File: config.mk
export PLATFORM = sky130hd
export DESIGN_NAME = gcg_top
export DESIGN_NICKNAME = d
export VERILOG_FILES = /design/src/verilog/gcg_pkg.sv /design/src/verilog/gcg_divider.sv /design/src/verilog/gcg_sync.sv /design/src/verilog/gcg_top.sv
export VERILOG_INCLUDE_DIRS = /design/src /design/src/verilog
export SDC_FILE = /design/constraint.sdc
export NUM_CORES = 1
export LEC_CHECK = 0
export BUFFER_PORTS_ARGS = -buffer_cell sky130_fd_sc_hd__buf_2
export CORE_MARGIN = 2
export CORE_UTILIZATION = 55
export DETAILED_ROUTE_END_ITERATION = 6
export MAX_ROUTING_LAYER = met4
export PLACE_DENSITY = 0.73
export SYNTH_ARGS = -nofsm -noshare
export SYNTH_HDL_FRONTEND = slang
export SYNTH_SLANG_ARGS = --single-unit
File: constraint.sdc
create_clock -name core_clk_i -period 7.5 [get_ports core_clk_i]
set_clock_uncertainty 0.2 [all_clocks]
set_input_delay 1.875 -clock core_clk_i [delete_from_list [all_inputs] [get_ports core_clk_i]]
set_output_delay 1.875 -clock core_clk_i [all_outputs]
set_load 0.05 [all_outputs]
File: src/verilog/gcg_defines.svh
// Register offsets, field positions and reset values of the generators.
`ifndef GCG_DEFINES_SVH
`define GCG_DEFINES_SVH

// ==========================================================================
// Register map
`define GCG_CTRL_OFF     12'h004
`define GCG_STAT_OFF     12'h010
`define GCG_ADDR_W       12

// ==========================================================================
// Field positions of the control and status words
`define GCG_ID_LSB       0
`define GCG_ID_W         4
`define GCG_SRC_LSB      8
`define GCG_SRC_W        5
`define GCG_FLAG_LSB     16
`define GCG_FLAG_W       6
`define GCG_RSV_MASK     32'hffc0e0f0
`define GCG_STAT_RUN_LSB 0
`define GCG_STAT_CLK_LSB 16

// ==========================================================================
// Generator count, source codes and reset words
`define GCG_NUM_GEN      9
`define GCG_LAST_ID      4'h8
`define GCG_SRC_PAD      5'h01
`define GCG_SRC_LAST     5'h08
`define GCG_GEN0_RST     32'h00010600
`define GCG_GEN2_RST     32'h00010302

`endif

File: src/verilog/gcg_pkg.sv
// Types shared by the generator control block.
package gcg_pkg;

  // Stored configuration of one generator, flags first as in bits 21:16.
  typedef struct packed {
    logic       keep_running_in_standby;
    logic       divide_select;
    logic       output_enable;
    logic       output_off_level;
    logic       duty_cycle_improve;
    logic       generator_enable;
    logic [4:0] source_select;
  } gcg_cfg_t;

endpackage : gcg_pkg

File: src/verilog/gcg_divider.sv
// Divider of one generator: linear, power of two, or source pass-through.
`timescale 1ns/1ps

module gcg_divider #(
  parameter int DIV_W = 16
) (
  input  wire logic             core_clk_i,
  input  wire logic             resetn_i,
  input  wire logic             run_i,
  input  wire logic             src_i,
  input  wire logic             divide_select_i,
  input  wire logic             duty_cycle_improve_i,
  input  wire logic [DIV_W-1:0] division_factor_i,
  output logic                  clk_o
);

  localparam int CW = DIV_W + 1;

  logic          src_q;
  logic [CW-1:0] cnt_q;
  logic [CW-1:0] limit_w;
  logic [CW-1:0] cnt_n_w;
  logic          rise_w;
  logic          tick_w;
  logic          bypass_w;

  // ========================================================================
  // Source edge detection and count limit
  assign rise_w   = src_i & ~src_q;
  assign bypass_w = !divide_select_i && (division_factor_i <= DIV_W'(1));
  // Power-of-two mode toggles every 2^factor rising edges.
  // Linear mode counts factor edges per period or half period.
  assign limit_w  = divide_select_i ?
                    ((division_factor_i > DIV_W'(DIV_W)) ?
                     (CW'(1) << DIV_W) : (CW'(1) << division_factor_i)) :
                    CW'(division_factor_i);
  // Counting both edges gives an even duty cycle for odd factors.
  assign tick_w   = (!divide_select_i && duty_cycle_improve_i) ?
                    (src_i ^ src_q) : rise_w;
  assign cnt_n_w  = (CW'(cnt_q + 1'b1) >= limit_w) ? '0 :
                    CW'(cnt_q + 1'b1);

  // Previous source level for edge detection.
  always_ff @(posedge core_clk_i) begin
    if (!resetn_i) begin
      src_q <= 1'b0;
    end else begin
      src_q <= src_i;
    end
  end

  // ========================================================================
  // Output clock generation
  // A stopped generator holds its output low.
  always_ff @(posedge core_clk_i) begin
    if (!resetn_i || !run_i) begin
      cnt_q <= '0;
      clk_o <= 1'b0;
    end else if (bypass_w) begin
      cnt_q <= '0;
      clk_o <= src_i;
    end else if (tick_w) begin
      cnt_q <= cnt_n_w;
      if (divide_select_i || duty_cycle_improve_i) begin
        clk_o <= (cnt_n_w == '0) ? ~clk_o : clk_o;
      end else begin
        clk_o <= (cnt_n_w < (limit_w >> 1));
      end
    end
  end

  // ========================================================================
  // Checks
  property p_stop_low;
    @(posedge core_clk_i) disable iff (!resetn_i)
    !run_i |=> !clk_o;
  endproperty
  a_stop_low: assert property (p_stop_low)
    else $error("stopped generator output is not low");

  property p_bypass;
    @(posedge core_clk_i) disable iff (!resetn_i)
    (run_i && bypass_w) |=> clk_o == $past(src_i);
  endproperty
  a_bypass: assert property (p_bypass)
    else $error("undivided output does not follow source");

  property p_pow_hold;
    @(posedge core_clk_i) disable iff (!resetn_i)
    (run_i && divide_select_i && !rise_w) |=> $stable(clk_o);
  endproperty
  a_pow_hold: assert property (p_pow_hold)
    else $error("power-of-two output moved without source rise");

  property p_idc_hold;
    @(posedge core_clk_i) disable iff (!resetn_i)
    (run_i && !bypass_w && !divide_select_i && duty_cycle_improve_i &&
     !tick_w) |=> $stable(clk_o);
  endproperty
  a_idc_hold: assert property (p_idc_hold)
    else $error("duty-corrected output moved without source edge");

  property p_count_bound;
    @(posedge core_clk_i) disable iff (!resetn_i)
    (run_i && !bypass_w && tick_w) |=> cnt_q < $past(limit_w);
  endproperty
  a_count_bound: assert property (p_count_bound)
    else $error("divider count reached its limit");

endmodule : gcg_divider

File: src/verilog/gcg_sync.sv
// Two-stage synchroniser for levels arriving from outside the core clock.
`timescale 1ns/1ps

module gcg_sync #(
  parameter int W = 1
) (
  input  wire logic         core_clk_i,
  input  wire logic         resetn_i,
  input  wire logic [W-1:0] async_i,
  output logic      [W-1:0] sync_o
);

  logic [W-1:0] meta_q;

  // ========================================================================
  // Synchroniser stages
  // The first stage is read only by the second stage.
  always_ff @(posedge core_clk_i) begin
    if (!resetn_i) begin
      meta_q <= '0;
      sync_o <= '0;
    end else begin
      meta_q <= async_i;
      sync_o <= meta_q;
    end
  end

endmodule : gcg_sync

File: src/verilog/gcg_top.sv
// Control of nine clock generators behind one shared APB control register.
//
// How it works
// - In standby a pin-driving generator keeps running only with keep_running_in_standby set, else the pin shows the off level.
// - With output_enable clear, keep_running_in_standby is ignored and the generator runs only on a peripheral request.
// - With divide_select clear the output is the source divided by division_factor.
// - With divide_select set the output is the source divided by two to the power of division_factor plus one.
// - Divide_select clear with a factor of zero or one passes the source straight through.
// - With output_enable set the clock drives its pin unless that pin is the chosen source.
// - A stopped generator or a clear output_enable leaves the pin at output_off_level, unless the pin is the source.
// - Duty_cycle_improve gives an even duty cycle also for odd factors.
// - Generator_enable turns the generator on when one and off when zero.
// - Source_select codes 0 to 8 choose the nine clock sources, higher codes are reserved.
// - Reserved bits 31:22, 15:13 and 7:4 read as zero and software writes zeros.
// - The four-bit selector picks generator 0 to 8 for a write or a read, codes 9 to 15 are reserved.
// - Power reset restores every generator, generator 0 and 2 to their own words and the rest to their index.
// - User reset restores a generator other than 0 only when it feeds no locked clock and not the RTC.
// - User reset always restores generator 0, and qualifying others to their power-reset words.
`timescale 1ns/1ps
`include "gcg_defines.svh"

module gcg_top #(
  parameter int NUM_GEN = `GCG_NUM_GEN,
  parameter int DIV_W   = 16
) (
  input  wire logic                          core_clk_i,
  input  wire logic                          resetn_i,
  input  wire logic                          user_reset_i,
  input  wire logic                          standby_i,
  input  wire logic [NUM_GEN-1:0]            periph_req_i,
  input  wire logic [NUM_GEN-1:0]            write_lock_i,
  input  wire logic [NUM_GEN-1:0]            rtc_source_i,
  input  wire logic [NUM_GEN-1:0][DIV_W-1:0] division_factor_i,
  input  wire logic [6:0]                    osc_clk_i,
  input  wire logic                          psel_i,
  input  wire logic                          penable_i,
  input  wire logic                          pwrite_i,
  input  wire logic [`GCG_ADDR_W-1:0]        paddr_i,
  input  wire logic [31:0]                   pwdata_i,
  input  wire logic [3:0]                    pstrb_i,
  output logic      [31:0]                   prdata_o,
  output logic                               pready_o,
  output logic                               pslverr_o,
  input  wire logic [NUM_GEN-1:0]            pin_i,
  output logic      [NUM_GEN-1:0]            pin_o,
  output logic      [NUM_GEN-1:0]            pin_oe_o,
  output logic      [NUM_GEN-1:0]            gen_clk_o
);

  gcg_pkg::gcg_cfg_t [NUM_GEN-1:0] cfg_q;
  logic [3:0]                      sel_q;
  logic [NUM_GEN-1:0]              run_w;
  logic [NUM_GEN-1:0]              src_w;
  logic [6:0]                      osc_s;
  logic [NUM_GEN-1:0]              pin_s;
  logic                            setup_w;
  logic                            access_w;
  logic                            hit_ctrl_w;
  logic                            hit_stat_w;
  logic                            wr_ctrl_w;
  logic [3:0]                      wr_id_w;
  logic [31:0]                     rd_w;

  // ========================================================================
  // Helper functions
  // Unpacks the stored fields from a control word.
  function automatic gcg_pkg::gcg_cfg_t cfg_of(input logic [31:0] w);
    cfg_of = gcg_pkg::gcg_cfg_t'({w[`GCG_FLAG_LSB +: `GCG_FLAG_W],
                                  w[`GCG_SRC_LSB +: `GCG_SRC_W]});
  endfunction : cfg_of

  // Power-reset configuration of generator g; others keep only the index.
  function automatic gcg_pkg::gcg_cfg_t rst_cfg(input int g);
    if (g == 0) begin
      rst_cfg = cfg_of(`GCG_GEN0_RST);
    end else if (g == 2) begin
      rst_cfg = cfg_of(`GCG_GEN2_RST);
    end else begin
      rst_cfg = '0;
    end
  endfunction : rst_cfg

  // ========================================================================
  // Input synchronisers for oscillator and pad levels
  gcg_sync #(
    .W (NUM_GEN + 7)
  ) u_sync (
    .core_clk_i (core_clk_i),
    .resetn_i   (resetn_i),
    .async_i    ({pin_i, osc_clk_i}),
    .sync_o     ({pin_s, osc_s})
  );

  // ========================================================================
  // APB decode; zero wait states, unmapped addresses answer with an error
  assign setup_w    = psel_i && !penable_i;
  assign access_w   = psel_i && penable_i;
  assign hit_ctrl_w = (paddr_i == `GCG_CTRL_OFF);
  assign hit_stat_w = (paddr_i == `GCG_STAT_OFF);
  assign wr_ctrl_w  = access_w && pwrite_i && hit_ctrl_w;
  assign pready_o   = 1'b1;
  assign pslverr_o  = access_w && !hit_ctrl_w && !hit_stat_w;
  // A byte write carries a new selector; otherwise the stored one is used.
  assign wr_id_w    = pstrb_i[0] ? pwdata_i[`GCG_ID_LSB +: `GCG_ID_W]
                                 : sel_q;

  // Read word of the selected generator, reserved bits held at zero.
  always_comb begin
    rd_w = '0;
    if (hit_ctrl_w) begin
      rd_w[`GCG_ID_LSB +: `GCG_ID_W] = sel_q;
      if (sel_q <= `GCG_LAST_ID) begin
        rd_w[`GCG_FLAG_LSB +: `GCG_FLAG_W] =
          cfg_q[sel_q][10:5];
        rd_w[`GCG_SRC_LSB +: `GCG_SRC_W] =
          cfg_q[sel_q].source_select;
      end
    end else if (hit_stat_w) begin
      rd_w[`GCG_STAT_RUN_LSB +: NUM_GEN] = run_w;
      rd_w[`GCG_STAT_CLK_LSB +: NUM_GEN] = gen_clk_o;
    end
  end

  // Read data is captured in the setup cycle and held for the access.
  always_ff @(posedge core_clk_i) begin
    if (!resetn_i) begin
      prdata_o <= '0;
    end else if (setup_w && !pwrite_i) begin
      prdata_o <= rd_w;
    end
  end

  // ========================================================================
  // Generator selector
  always_ff @(posedge core_clk_i) begin
    if (!resetn_i || user_reset_i) begin
      sel_q <= '0;
    end else if (wr_ctrl_w && pstrb_i[0]) begin
      sel_q <= pwdata_i[`GCG_ID_LSB +: `GCG_ID_W];
    end
  end

  // ========================================================================
  // Per-generator configuration, source, divider and pin
  for (genvar g = 0; g < NUM_GEN; g++) begin : gen_g
    logic [8:0] srcs_w;

    // Power reset restores all; user reset skips locked or RTC feeders other than generator 0.
    always_ff @(posedge core_clk_i) begin
      if (!resetn_i) begin
        cfg_q[g] <= rst_cfg(g);
      end else if (user_reset_i) begin
        if (g == 0 || !(write_lock_i[g] || rtc_source_i[g])) begin
          cfg_q[g] <= rst_cfg(g);
        end
      end else if (wr_ctrl_w && wr_id_w == 4'(g)) begin
        if (pstrb_i[1]) begin
          cfg_q[g].source_select <= pwdata_i[`GCG_SRC_LSB +: `GCG_SRC_W];
        end
        if (pstrb_i[2]) begin
          cfg_q[g][10:5] <= pwdata_i[`GCG_FLAG_LSB +: `GCG_FLAG_W];
        end
      end
    end

    // Source order follows the select codes; reserved codes give no clock.
    assign srcs_w   = {osc_s[6:1], gen_clk_o[1], pin_s[g], osc_s[0]};
    assign src_w[g] = (cfg_q[g].source_select <= `GCG_SRC_LAST) ?
                      srcs_w[cfg_q[g].source_select[3:0]] : 1'b0;

    // Pin-driving generators follow standby; others follow requests.
    assign run_w[g] = cfg_q[g].generator_enable &&
                      (cfg_q[g].output_enable ?
                       (!standby_i || cfg_q[g].keep_running_in_standby) :
                       periph_req_i[g]);

    gcg_divider #(
      .DIV_W (DIV_W)
    ) u_div (
      .core_clk_i           (core_clk_i),
      .resetn_i             (resetn_i),
      .run_i                (run_w[g]),
      .src_i                (src_w[g]),
      .divide_select_i      (cfg_q[g].divide_select),
      .duty_cycle_improve_i (cfg_q[g].duty_cycle_improve),
      .division_factor_i    (division_factor_i[g]),
      .clk_o                (gen_clk_o[g])
    );

    // The pin carries the clock or the off level, released when it is
    // the source.
    always_ff @(posedge core_clk_i) begin
      if (!resetn_i) begin
        pin_o[g]    <= 1'b0;
        pin_oe_o[g] <= 1'b0;
      end else begin
        pin_oe_o[g] <= (cfg_q[g].source_select != `GCG_SRC_PAD);
        pin_o[g]    <= (cfg_q[g].output_enable && run_w[g]) ?
                       gen_clk_o[g] :
                       cfg_q[g].output_off_level;
      end
    end

    property p_off_level;
      @(posedge core_clk_i) disable iff (!resetn_i)
      !cfg_q[g].output_enable |=>
        pin_o[g] == $past(cfg_q[g].output_off_level);
    endproperty
    a_off_level: assert property (p_off_level)
      else $error("pin not at off level with output disabled");

    property p_pad_release;
      @(posedge core_clk_i) disable iff (!resetn_i)
      (cfg_q[g].source_select == `GCG_SRC_PAD) |=> !pin_oe_o[g];
    endproperty
    a_pad_release: assert property (p_pad_release)
      else $error("pin driven while it is the source");

    property p_standby_stop;
      @(posedge core_clk_i) disable iff (!resetn_i)
      (standby_i && cfg_q[g].output_enable &&
       !cfg_q[g].keep_running_in_standby) |=>
        pin_o[g] == $past(cfg_q[g].output_off_level) ##1 !gen_clk_o[g];
    endproperty
    a_standby_stop: assert property (p_standby_stop)
      else $error("generator ran in standby without permission");

    property p_no_request;
      @(posedge core_clk_i) disable iff (!resetn_i)
      (!cfg_q[g].output_enable && !periph_req_i[g]) |=> !gen_clk_o[g];
    endproperty
    a_no_request: assert property (p_no_request)
      else $error("generator ran without a peripheral request");

    property p_power_reset;
      @(posedge core_clk_i) disable iff (!resetn_i)
      $rose(resetn_i) |-> cfg_q[g] == rst_cfg(g);
    endproperty
    a_power_reset: assert property (p_power_reset)
      else $error("wrong configuration after power reset");

    if (g != 0) begin : gen_keep
      property p_locked_keep;
        @(posedge core_clk_i) disable iff (!resetn_i)
        (user_reset_i && (write_lock_i[g] || rtc_source_i[g])) |=>
          $stable(cfg_q[g]);
      endproperty
      a_locked_keep: assert property (p_locked_keep)
        else $error("user reset changed a protected generator");
    end
  end

  // ========================================================================
  // Register checks
  property p_user_gen0;
    @(posedge core_clk_i) disable iff (!resetn_i)
    user_reset_i |=> cfg_q[0] == rst_cfg(0);
  endproperty
  a_user_gen0: assert property (p_user_gen0)
    else $error("generator 0 not restored by user reset");

  property p_read_zero;
    @(posedge core_clk_i) disable iff (!resetn_i)
    (access_w && !pwrite_i && hit_ctrl_w) |->
      (prdata_o & `GCG_RSV_MASK) == 32'h00000000;
  endproperty
  a_read_zero: assert property (p_read_zero)
    else $error("reserved bits read as nonzero");

  property p_read_sel;
    @(posedge core_clk_i) disable iff (!resetn_i)
    (setup_w && !pwrite_i && hit_ctrl_w && sel_q <= `GCG_LAST_ID) |=>
      prdata_o[`GCG_ID_LSB +: `GCG_ID_W] == $past(sel_q) &&
      prdata_o[`GCG_SRC_LSB +: `GCG_SRC_W] ==
        $past(cfg_q[sel_q].source_select);
  endproperty
  a_read_sel: assert property (p_read_sel)
    else $error("read did not return the selected generator");

  property p_reserved_id;
    @(posedge core_clk_i) disable iff (!resetn_i)
    (wr_ctrl_w && wr_id_w > `GCG_LAST_ID && !user_reset_i) |=>
      $stable(cfg_q);
  endproperty
  a_reserved_id: assert property (p_reserved_id)
    else $error("write to reserved selector changed a generator");

endmodule : gcg_top
After elaboration in Yosys (flattened, before gate mapping). Cells that the tools add are included.

Input bits: 242. Bits in read-only memories: 0. Bits in writable memories: 0. Memories kept: 0. Logic and storage cells: 594. Register bits: 346. Output and inout bits: 61. Latch bits: 0.

Shift operators: 9. $lt $le $gt $ge: 56. Reduce and logical (&&, ||, !) cells: 179. $mul: 0. Multiplexer cells: 156. Add/subtract/negate cells: 9. Divide/modulo/power cells: 0. Bitwise gates (word level): 37. Equal/unequal tests: 36.

Operators with widths (count): 17-bit 2-to-1 mux (27); 11-bit 2-to-1 mux (25); 17-bit by 1-bit adder with 17-bit output (second input constant) (9); 17-bit greater-or-equal comparator (9); 17-bit logical NOT (9); 17-bit by 16-bit < comparator with 1-bit output (9); 1-bit by 16-bit left shift with 17-bit output (first input constant) (9); 16-bit by 5-bit > comparator with 1-bit output (second input constant) (9); 16-bit by 1-bit <= comparator with 1-bit output (second input constant) (9); 1-bit 2-to-1 mux (82); 1-bit logical AND (53); 4-bit by 5-bit < comparator with 1-bit output (second input constant) (10); 3-bit AND reduction (16); 5-bit by 4-bit <= comparator with 1-bit output (second input constant) (9); 5-bit by 1-bit inequality test with 1-bit output (second input constant) (9); 11-bit binary-select mux with 4-bit select (1); 2-bit nonzero test (19); 1-bit binary-select mux with 4-bit select (9); 1-bit logical OR (36); 3-bit by 2-bit inequality test with 1-bit output (second input constant) (9); 1-bit logical NOT (24); 2-bit AND reduction (11); 2-bit OR reduction (10); 1-bit inverter (19); other kinds (16) (50).

Depth between registers and ports, before layout. Gate-level depths: netlist of run 1.

Depth in word-level cells: 10. Depth in mapped cells: 24. Depth with buffers taken out: 23.

Cells and area by module. Synthesis of run 1 repeated with hierarchy kept, for this count alone.

Cell total of the unflattened synthesis: 3640. Area, all modules: 29295.6 µm².

Modules (own cells, without submodules): gcg_divider (gen_g[0].u_div ...) (area an instance 2361.0 µm², instances 8, cells each 315); gcg_top (area an instance 7175.6 µm², instances 1, cells each 746); gcg_divider (gen_g[5].u_div) (area an instance 2336.0 µm², instances 1, cells each 307); gcg_sync (area an instance 895.9 µm², instances 1, cells each 67).

Worst setup path after synthesis of run 1. OpenSTA, ideal clock, no wires.

Kind: input to register. From: input division_factor_i[45] in the netlist's numbering. To: register gen_g[2].u_div.clk_o. Setup slack: 812 ps. Path buffers: 1. Setup time: 72 ps. Stages: 21. Arrival: 6416 ps. Cell sequence: nor4_1 > nand3_1 > or4b_4 > nor2_1 > a22oi_1 > ha_1 > and4_1 > a221oi_1 > o21ai_0 > a31o_2 > a21oi_1 > clkbuf_1 > and2_1 > ha_1 > a2111oi_0 > o21ai_0 > a311oi_1 > nor2_1 > a211o_1 > a31o_1 > mux2i_1.

Longest elaborated chain between the ends: 9.

Ends and longest elaborated chain: start, declared (RTL line gcg_top.sv:33) `input wire logic [NUM_GEN-1:0][DIV_W-1:0] division_factor_i,`; 16-bit by 5-bit > comparator with 1-bit output / 1-bit by 16-bit left shift with 17-bit output (equally long branches) (RTL line gcg_divider.sv:34, gcg_divider.sv:35); 17-bit 2-to-1 mux (RTL line gcg_divider.sv:34) `((division_factor_i > DIV_W'(DIV_W)) ?`; 17-bit 2-to-1 mux * (RTL line gcg_divider.sv:33) `assign limit_w = divide_select_i ?`; 17-bit greater-or-equal comparator * (RTL line gcg_divider.sv:40) `assign cnt_n_w = (CW'(cnt_q + 1'b1) >= limit_w) ? '0 :`; 17-bit 2-to-1 mux * (RTL line gcg_divider.sv:40); named net gen_g[2].u_div.cnt_n_w[4] (RTL line gcg_divider.sv:22) `logic [CW-1:0] cnt_n_w;`; 17-bit by 16-bit < comparator with 1-bit output (RTL line gcg_divider.sv:67) `clk_o <= (cnt_n_w < (limit_w >> 1));`; 1-bit 2-to-1 mux (RTL line gcg_divider.sv:64) `if (divide_select_i || duty_cycle_improve_i) begin`; 1-bit 2-to-1 mux (RTL line gcg_divider.sv:62) `end else if (tick_w) begin`; 1-bit 2-to-1 mux (RTL line gcg_divider.sv:59) `end else if (bypass_w) begin`; end signal, assigned (RTL line gcg_divider.sv:61) `clk_o <= src_i;`; end signal, assigned (RTL line gcg_divider.sv:65) `clk_o <= (cnt_n_w == '0) ? ~clk_o : clk_o;`; end signal, assigned (RTL line gcg_divider.sv:67); end, declared (RTL line gcg_divider.sv:14) `output logic clk_o`.

Mark *: on every way through the listed nets, which the timed path passes. The rest lies on a longest branch. The select of a mux whose other input is x is not followed. A chain may end at the register's enable or synchronous reset.

Final worst setup path of run 1.
From: input division_factor_i[11] in the netlist's numbering. To: register gen_g[0].u_div.clk_o.

Longest elaborated chain between the ends: 9.

Ends and longest elaborated chain (RTL line): 16-bit by 5-bit > comparator with 1-bit output / 1-bit by 16-bit left shift with 17-bit output (equally long branches) (gcg_divider.sv:34, gcg_divider.sv:35); 17-bit 2-to-1 mux (gcg_divider.sv:34); 17-bit 2-to-1 mux * (gcg_divider.sv:33); 17-bit greater-or-equal comparator * (gcg_divider.sv:40); 17-bit 2-to-1 mux * (gcg_divider.sv:40); named net gen_g[0].u_div.cnt_n_w[2] (gcg_divider.sv:22); 17-bit by 16-bit < comparator with 1-bit output (gcg_divider.sv:67); 1-bit 2-to-1 mux (gcg_divider.sv:64); 1-bit 2-to-1 mux (gcg_divider.sv:62); 1-bit 2-to-1 mux (gcg_divider.sv:59); end signal, assigned (gcg_divider.sv:61); end signal, assigned (gcg_divider.sv:65); end signal, assigned (gcg_divider.sv:67); end, declared (gcg_divider.sv:14).

Marks and branches as above.

==> reports/results.txt, run 1 <==
status = finished clean
count leader, synth = sky130_fd_sc_hd__nor2_1
endpoint arrival time on the critical path = 6.89 ns
area overhead of the layout relative to synthesis = 11.5%
count of nets after finishing = 4214
Warnings, synthesis = 0
worst-path cell chain = buf_2 > nor4_1 > nand3_1 > or4_1 > nor2_1 > a32oi_1 > ha_1 > nand4_1 > nor3_1 > o311ai_0 > nand3_1 > buf_4 > nor2_1 > ha_1 > a21oi_1 > nor2_1 > a211oi_1 > o21ai_0 > a211oi_1 > o211ai_1 > mux2i_1
first-pass detailed-route iteration total = 6
Most common cell on crit path = sky130_fd_sc_hd__nor2_1
Hold Startpoint = u_sync.meta_q[8]
critical path startpoint category = input port
overflow left after global routing = 0
Crit. Startpoint = division_factor_i[11]
Slew Viols, Final = 0
final setup margin = 0.918 ns
Die ar. = 52200 µm²
average wire length per cell after detail routing = 18.4 µm
Pleak = 0.0136 µW
via count of the routed design = 26.5k
number of enable flip-flop cells after synthesis = 0
Resized Gates After CTS = 0
number of buffers inserted by port buffering = 271
largest area contributor in the synthesized netlist = sky130_fd_sc_hd__dfxtp_1
initial antenna violation count = 4
hold_buf cts = 0
Max VDD drop = 0.147 mV
kind of path behind the tightest hold check = register to register
Rows = 82
number of unique standard cell types used by synthesis = 84
CTS tree = built
buffers from clock root to sink, at most = 3
TritonCTS buffer count = 40
minimum setup slack after placement = 0.359 ns
post-route setup TNS = 0 ns
clock latency on the worst-skew pair = 0.57 ns
data required time of the critical path = 7.81 ns
crit-path max cell delay = 0.51 ns
number of violations of the max-capacitance limit = 0
non-filler cells, final = 4375
Critical Path End Type = register
crit path max-delay cell type = sky130_fd_sc_hd__or4_1
largest cells by area after synthesis = sky130_fd_sc_hd__dfxtp_1 25%, sky130_fd_sc_hd__ha_1 14%, sky130_fd_sc_hd__mux2i_1 5.6%
CTS Root Cell = sky130_fd_sc_hd__clkbuf_16
cell count after placement = 4296
maximum number of pins on one net before global-route repair = 75
Die W = 228 µm
post-route fraction of the period consumed by the critical path = 0.878
number of synthesized register bits = 346
time the worst path needs with I/O delays and setup = 6.58 ns
overall routing resource usage = 0.307
instance count of the mapped netlist = 3492
most common flop cell mapped by yosys = sky130_fd_sc_hd__dfxtp_1
clock input transition at the sequential cells of the worst setup and hold paths = 0.06 ns
share of synthesized flip-flops with an asynchronous set or reset = 0
post-synthesis instance area = 27700 µm²
sum of net half-perimeters after detailed placement = 62100 µm
worst relative slew slack = 0.186
ratio of total power to cell area = 146 nW/µm²
number of placed I/O pins = 303
R2R Path Start = gen_g[8].u_div.cnt_q[0]
number of remaining DRC errors = 0
starting density of the core = 0.554
routability congestion estimate from global placement = 0.982
sequential area share after synthesis = 0.250
WL final = 80300 µm
unrepaired setup endpoints after global routing = no
number of post-CTS setup repair buffers = 0
critical path start-end classification = input port to register
final count of negative-setup-slack endpoints = 0
via count of the first global-routing pass = 24.4k
Std-Cell Core Area = 50000 µm²
highest attainable clock frequency = 152 MHz
synthesized area per cell = 7.93 µm²
layout cells sized above 1 = 0.122
global-route wire length before repair = 129000 µm
top post-synthesis cells by count = 407 x sky130_fd_sc_hd__nor2_1, 346 x sky130_fd_sc_hd__dfxtp_1, 334 x sky130_fd_sc_hd__nand2_1, 306 x sky130_fd_sc_hd__ha_1, 243 x sky130_fd_sc_hd__a21oi_1
vias per cell = 6.05
drt first-iter violations = 2245
fraction of the core area covered by cells at the end of the flow = 0.618
number of routed nets with antenna violations = 0
top-area cell type share of the netlist area = 0.250
total chip power = 4510 µW
Worst-Margin Slew = 1.21 ns
Final Hold Fails = 0
number of sinks driven by the clock tree = 346
H-tree depth reported by CTS = 2
vertical die dimension = 228 µm
maximum net fanout on the critical path = 11
## placed cells by master, fill, tap and decap left out, types with 27 or more instances in the layout
master                      instances
sky130_fd_sc_hd__and3_1            29
sky130_fd_sc_hd__xnor2_1           87
sky130_fd_sc_hd__buf_4             31
sky130_fd_sc_hd__nor3b_1           27
sky130_fd_sc_hd__clkbuf_16         41
sky130_fd_sc_hd__nand2_1          334
sky130_fd_sc_hd__inv_1            130
sky130_fd_sc_hd__buf_2            271
sky130_fd_sc_hd__o21ai_0          102
sky130_fd_sc_hd__nand4_1           85
sky130_fd_sc_hd__a21oi_1          241
sky130_fd_sc_hd__mux4_2            40
sky130_fd_sc_hd__ha_1             306
sky130_fd_sc_hd__nor4_1            65
sky130_fd_sc_hd__nor3_1            97
sky130_fd_sc_hd__nand2b_1          35
sky130_fd_sc_hd__a22oi_1           98
sky130_fd_sc_hd__nor2b_1           76
sky130_fd_sc_hd__nand3_1          125
sky130_fd_sc_hd__mux2i_1          155
sky130_fd_sc_hd__xor2_1            53
sky130_fd_sc_hd__nor2_1           407
sky130_fd_sc_hd__a32oi_1           28
sky130_fd_sc_hd__a21o_1            50
sky130_fd_sc_hd__and2_1            89
sky130_fd_sc_hd__dfxtp_1          346
## per-layer routing
| layer | wire, µm | track usage | vias to the layer above |
|---|---|---|---|
| li1 | - | - | 13100 |
| met1 | 36100 | 0.411 | 12400 |
| met2 | 35600 | 0.478 | 885 |
| met3 | 6180 | 0.0455 | 140 |
| met4 | 2430 | 0.0993 | 0 |
| met5 | 0 | - | - |
## path summary, 6_finish.rpt
kind | endpoint | slack, ns | cells after the start
hold / removal | u_sync.sync_o[8] | 0.22 | 1
setup reg to reg | gen_g[8].u_div.clk_o | 1.52 | 23
hold reg to reg | u_sync.sync_o[8] | 0.22 | 1
setup / recovery | gen_g[0].u_div.clk_o | 0.92 | 21
## metrics by stage
step	hold WS [ns]	instance area (µm²)
4_1_cts	0.216	30900
6_report	0.218	30900
3_5_place_dp	0.219	29400
5_1_grt	0.239	30900
3_3_place_gp	0.214	29400
2_1_floorplan	0.212	27700
## worst max-delay path, delay by kind of cell
kind / cells / cell delay [ns]
and+or+nand+nor: 9 / 2.36
muxes: 1 / 0.12
AOI/OAI and AO/OA: 7 / 1.52
adders and majority gates: 2 / 0.64
buffers and inverters: 2 / 0.36
## logic make-up (layout without fill, tap and decap cells)
family                   count (synthesis)  count (layout)  share of synthesized area
buffers and inverters                  316             509                     0.0466
AO/OA/AOI/OAI                          725             725                      0.171
AND/OR/NAND/NOR                       1458            1458                      0.260
multiplexers                           199             199                     0.0901
adder cells (fa/ha/maj)                306             306                      0.138
XOR/XNOR                               140             140                     0.0443
other                                    2              20                   0.000271
flip-flops                             346             346                      0.250
## report_power, final
part	leakage, µW	switching [µW]	internal (µW)
clock network	0.000681	823	1310
registers	0.00280	25.6	1860
logic	0.0101	310	182
## registers in the layout, summed over array words and instances (netlist names)
register / flops
gen_g.u_div.src_q: 9
u_sync.meta_q: 16
gen_g.u_div.cnt_q: 153
pin_o: 9
pin_oe_o: 9
sel_q: 4
cfg_q: 99
prdata_o: 22
u_sync.sync_o: 16
gen_g.u_div.clk_o: 9
## cell type report
| class | instances | area [µm²] |
|---|---|---|
| Multi-Input combinational cell | 2839 | 19600 |
| Fill cell | 4522 | 19100 |
| Sequential cell | 346 | 6930 |
| Timing Repair Buffer | 303 | 1610 |
| Clock buffer | 53 | 1140 |
| Tap cell | 672 | 841 |
| Inverter | 136 | 513 |
| Clock inverter | 17 | 277 |
| Antenna cell | 9 | 22.5 |
(Power assumes the default switching activity.)
==> run 2: changes to the inputs <==
--- a/config.mk
+++ b/config.mk
@@ -6,7 +6,7 @@
 export SDC_FILE = /design/constraint.sdc
 export NUM_CORES = 1
 export LEC_CHECK = 0
-export BUFFER_PORTS_ARGS = -buffer_cell sky130_fd_sc_hd__buf_2
+export BUFFER_PORTS_ARGS = -buffer_cell sky130_fd_sc_hd__buf_4
 export CORE_MARGIN = 2
 export CORE_UTILIZATION = 55
 export DETAILED_ROUTE_END_ITERATION = 6
==> reports/results.txt, run 2 (synthesized netlist as in run 1, its figures left out) <==
Die W = 228 µm
vias per cell = 6.02
Worst-Margin Slew = 1.25 ns
endpoint arrival time on the critical path = 6.89 ns
crit path max-delay cell type = sky130_fd_sc_hd__o21ai_1
vertical die dimension = 228 µm
initial antenna violation count = 8
hold_buf cts = 0
cell count after placement = 4298
Final Hold Fails = 0
Resized Gates After CTS = 0
crit-path max cell delay = 0.52 ns
highest attainable clock frequency = 152 MHz
number of routed nets with antenna violations = 0
starting density of the core = 0.554
Max VDD drop = 0.158 mV
number of violations of the max-capacitance limit = 0
final setup margin = 0.900 ns
number of sinks driven by the clock tree = 346
routability congestion estimate from global placement = 0.980
flip-flop and latch area = 6930 µm²
Largest Register = gen_g.u_div.cnt_q
largest registers = gen_g.u_div.cnt_q: 153 flops, cfg_q: 99 flops, prdata_o: 22 flops
drt first-iter violations = 2312
count of nets after finishing = 4218
critical path start-end classification = input port to register
via count of the routed design = 26.4k
non-filler cells, final = 4382
average wire length per cell after detail routing = 18.1 µm
final count of negative-setup-slack endpoints = 0
kind of path behind the tightest hold check = register to register
Die ar. = 52200 µm²
unrepaired setup endpoints after global routing = no
most common cell after layout, fill and taps aside = sky130_fd_sc_hd__nor2_1
clock input transition at the sequential cells of the worst setup and hold paths = 0.06 ns
data required time of the critical path = 7.79 ns
TritonCTS buffer count = 42
overflow left after global routing = 0
Crit path buffers/inverters = 2
Rows = 82
Critical Path End Type = register
sum of net half-perimeters after detailed placement = 61700 µm
number of buffers inserted by port buffering = 271
overall routing resource usage = 0.306
number of remaining DRC errors = 0
CTS tree = built
number of post-CTS setup repair buffers = 0
multi-input combinational cell area = 19600 µm²
Pleak = 0.0138 µW
most frequent cells in the layout = 407 x sky130_fd_sc_hd__nor2_1, 346 x sky130_fd_sc_hd__dfxtp_1, 334 x sky130_fd_sc_hd__nand2_1, 306 x sky130_fd_sc_hd__ha_1, 303 x sky130_fd_sc_hd__buf_4
area overhead of the layout relative to synthesis = 14.3%
delay-heaviest family, CP = simple AND/OR/NAND/NOR gates
global-route wire length before repair = 129000 µm
time the worst path needs with I/O delays and setup = 6.60 ns
worst-path cell chain = buf_4 > nor4_1 > and3_1 > nand2_1 > nor3b_1 > nor3b_1 > a21oi_1 > ha_1 > nand4_1 > or4_1 > o211a_1 > o21ai_1 > buf_4 > nor2b_1 > ha_1 > a211oi_1 > nor2_1 > o211ai_1 > nand2_1 > a21oi_1 > o211ai_1 > a221o_1 > o21ai_0
post-route fraction of the period consumed by the critical path = 0.880
worst relative slew slack = 0.163
post-route setup TNS = 0 ns
critical path startpoint category = input port
ratio of total power to cell area = 146 nW/µm²
fill count = 4482
WL final = 79300 µm
first-pass detailed-route iteration total = 5
clock latency on the worst-skew pair = 0.57 ns
Largest register FFs = 153
buffers from clock root to sink, at most = 3
status = finished clean
number of placed I/O pins = 303
via count of the first global-routing pass = 24.5k
maximum net fanout on the critical path = 12
minimum setup slack after placement = 0.402 ns
total chip power = 4620 µW
Slew Viols, Final = 0
H-tree depth reported by CTS = 2
CTS Root Cell = sky130_fd_sc_hd__clkbuf_16
layout cells sized above 1 = 0.125
maximum number of pins on one net before global-route repair = 74
Std-Cell Core Area = 50000 µm²
run 2: cell count changes in the layout (fill, tap and decap cells not counted), sizes merged:
cell,previous run,this run
clkinv,9,16
clkinvlp,5,2
buf,303,305
clkbuf,53,55
bufinv,7,6
diode,9,8
inv,132,133
run 2: final cells by class:
class                           count  area share
Antenna cell                        8    0.000632
Clock buffer                       55      0.0386
Sequential cell                   346       0.219
Inverter                          136      0.0162
Multi-Input combinational cell   2839       0.617
Clock inverter                     21     0.00881
Tap cell                          672      0.0265
Timing Repair Buffer              305      0.0731
run 2: power by group:
group | internal, µW | switching, µW
clock network | 1360 | 844
logic | 217 | 309
registers | 1860 | 24.9
total | 3440 | 1180
run 2: worst paths after layout:
kind,start,to,slack [ns],cells past startpoint
setup / recovery,division_factor_i[111],gen_g[6].u_div.clk_o,0.90,23
hold / removal,u_sync.meta_q[10],u_sync.sync_o[10],0.22,1
setup reg to reg,gen_g[8].u_div.cnt_q[0],gen_g[8].u_div.clk_o,1.58,21
hold reg to reg,u_sync.meta_q[10],u_sync.sync_o[10],0.22,1
run 2: worst register-to-register path, delay by kind of cell (launching register included):
kind            cells  cell delay [ns]
flops               1             0.50
compound gates     10             2.51
simple gates        5             1.28
buf+inv             1             0.09
mux                 1             0.11
xor+xnor            1             0.25
fa+ha+maj           3             0.90
run 2: per-stage QoR:
| stage | instance area (µm²) | hold slack, ns | util |
|---|---|---|---|
| after floorplan | 27700 | 0.212 | - |
| after global placement | 30100 | 0.215 | 0.603 |
| after detailed placement | 30100 | 0.221 | 0.603 |
| after CTS | 31700 | 0.226 | 0.633 |
| after global routing | 31700 | 0.239 | 0.634 |
| final | 31700 | 0.220 | 0.634 |
run 2: per-layer routing:
layer,vias to the layer above,track usage,share of wire
met4,0,0.0882,0.026
met3,124,0.0513,0.071
met1,12200,0.411,0.46
li1,13100,-,-
met2,872,0.475,0.44
met5,-,-,0
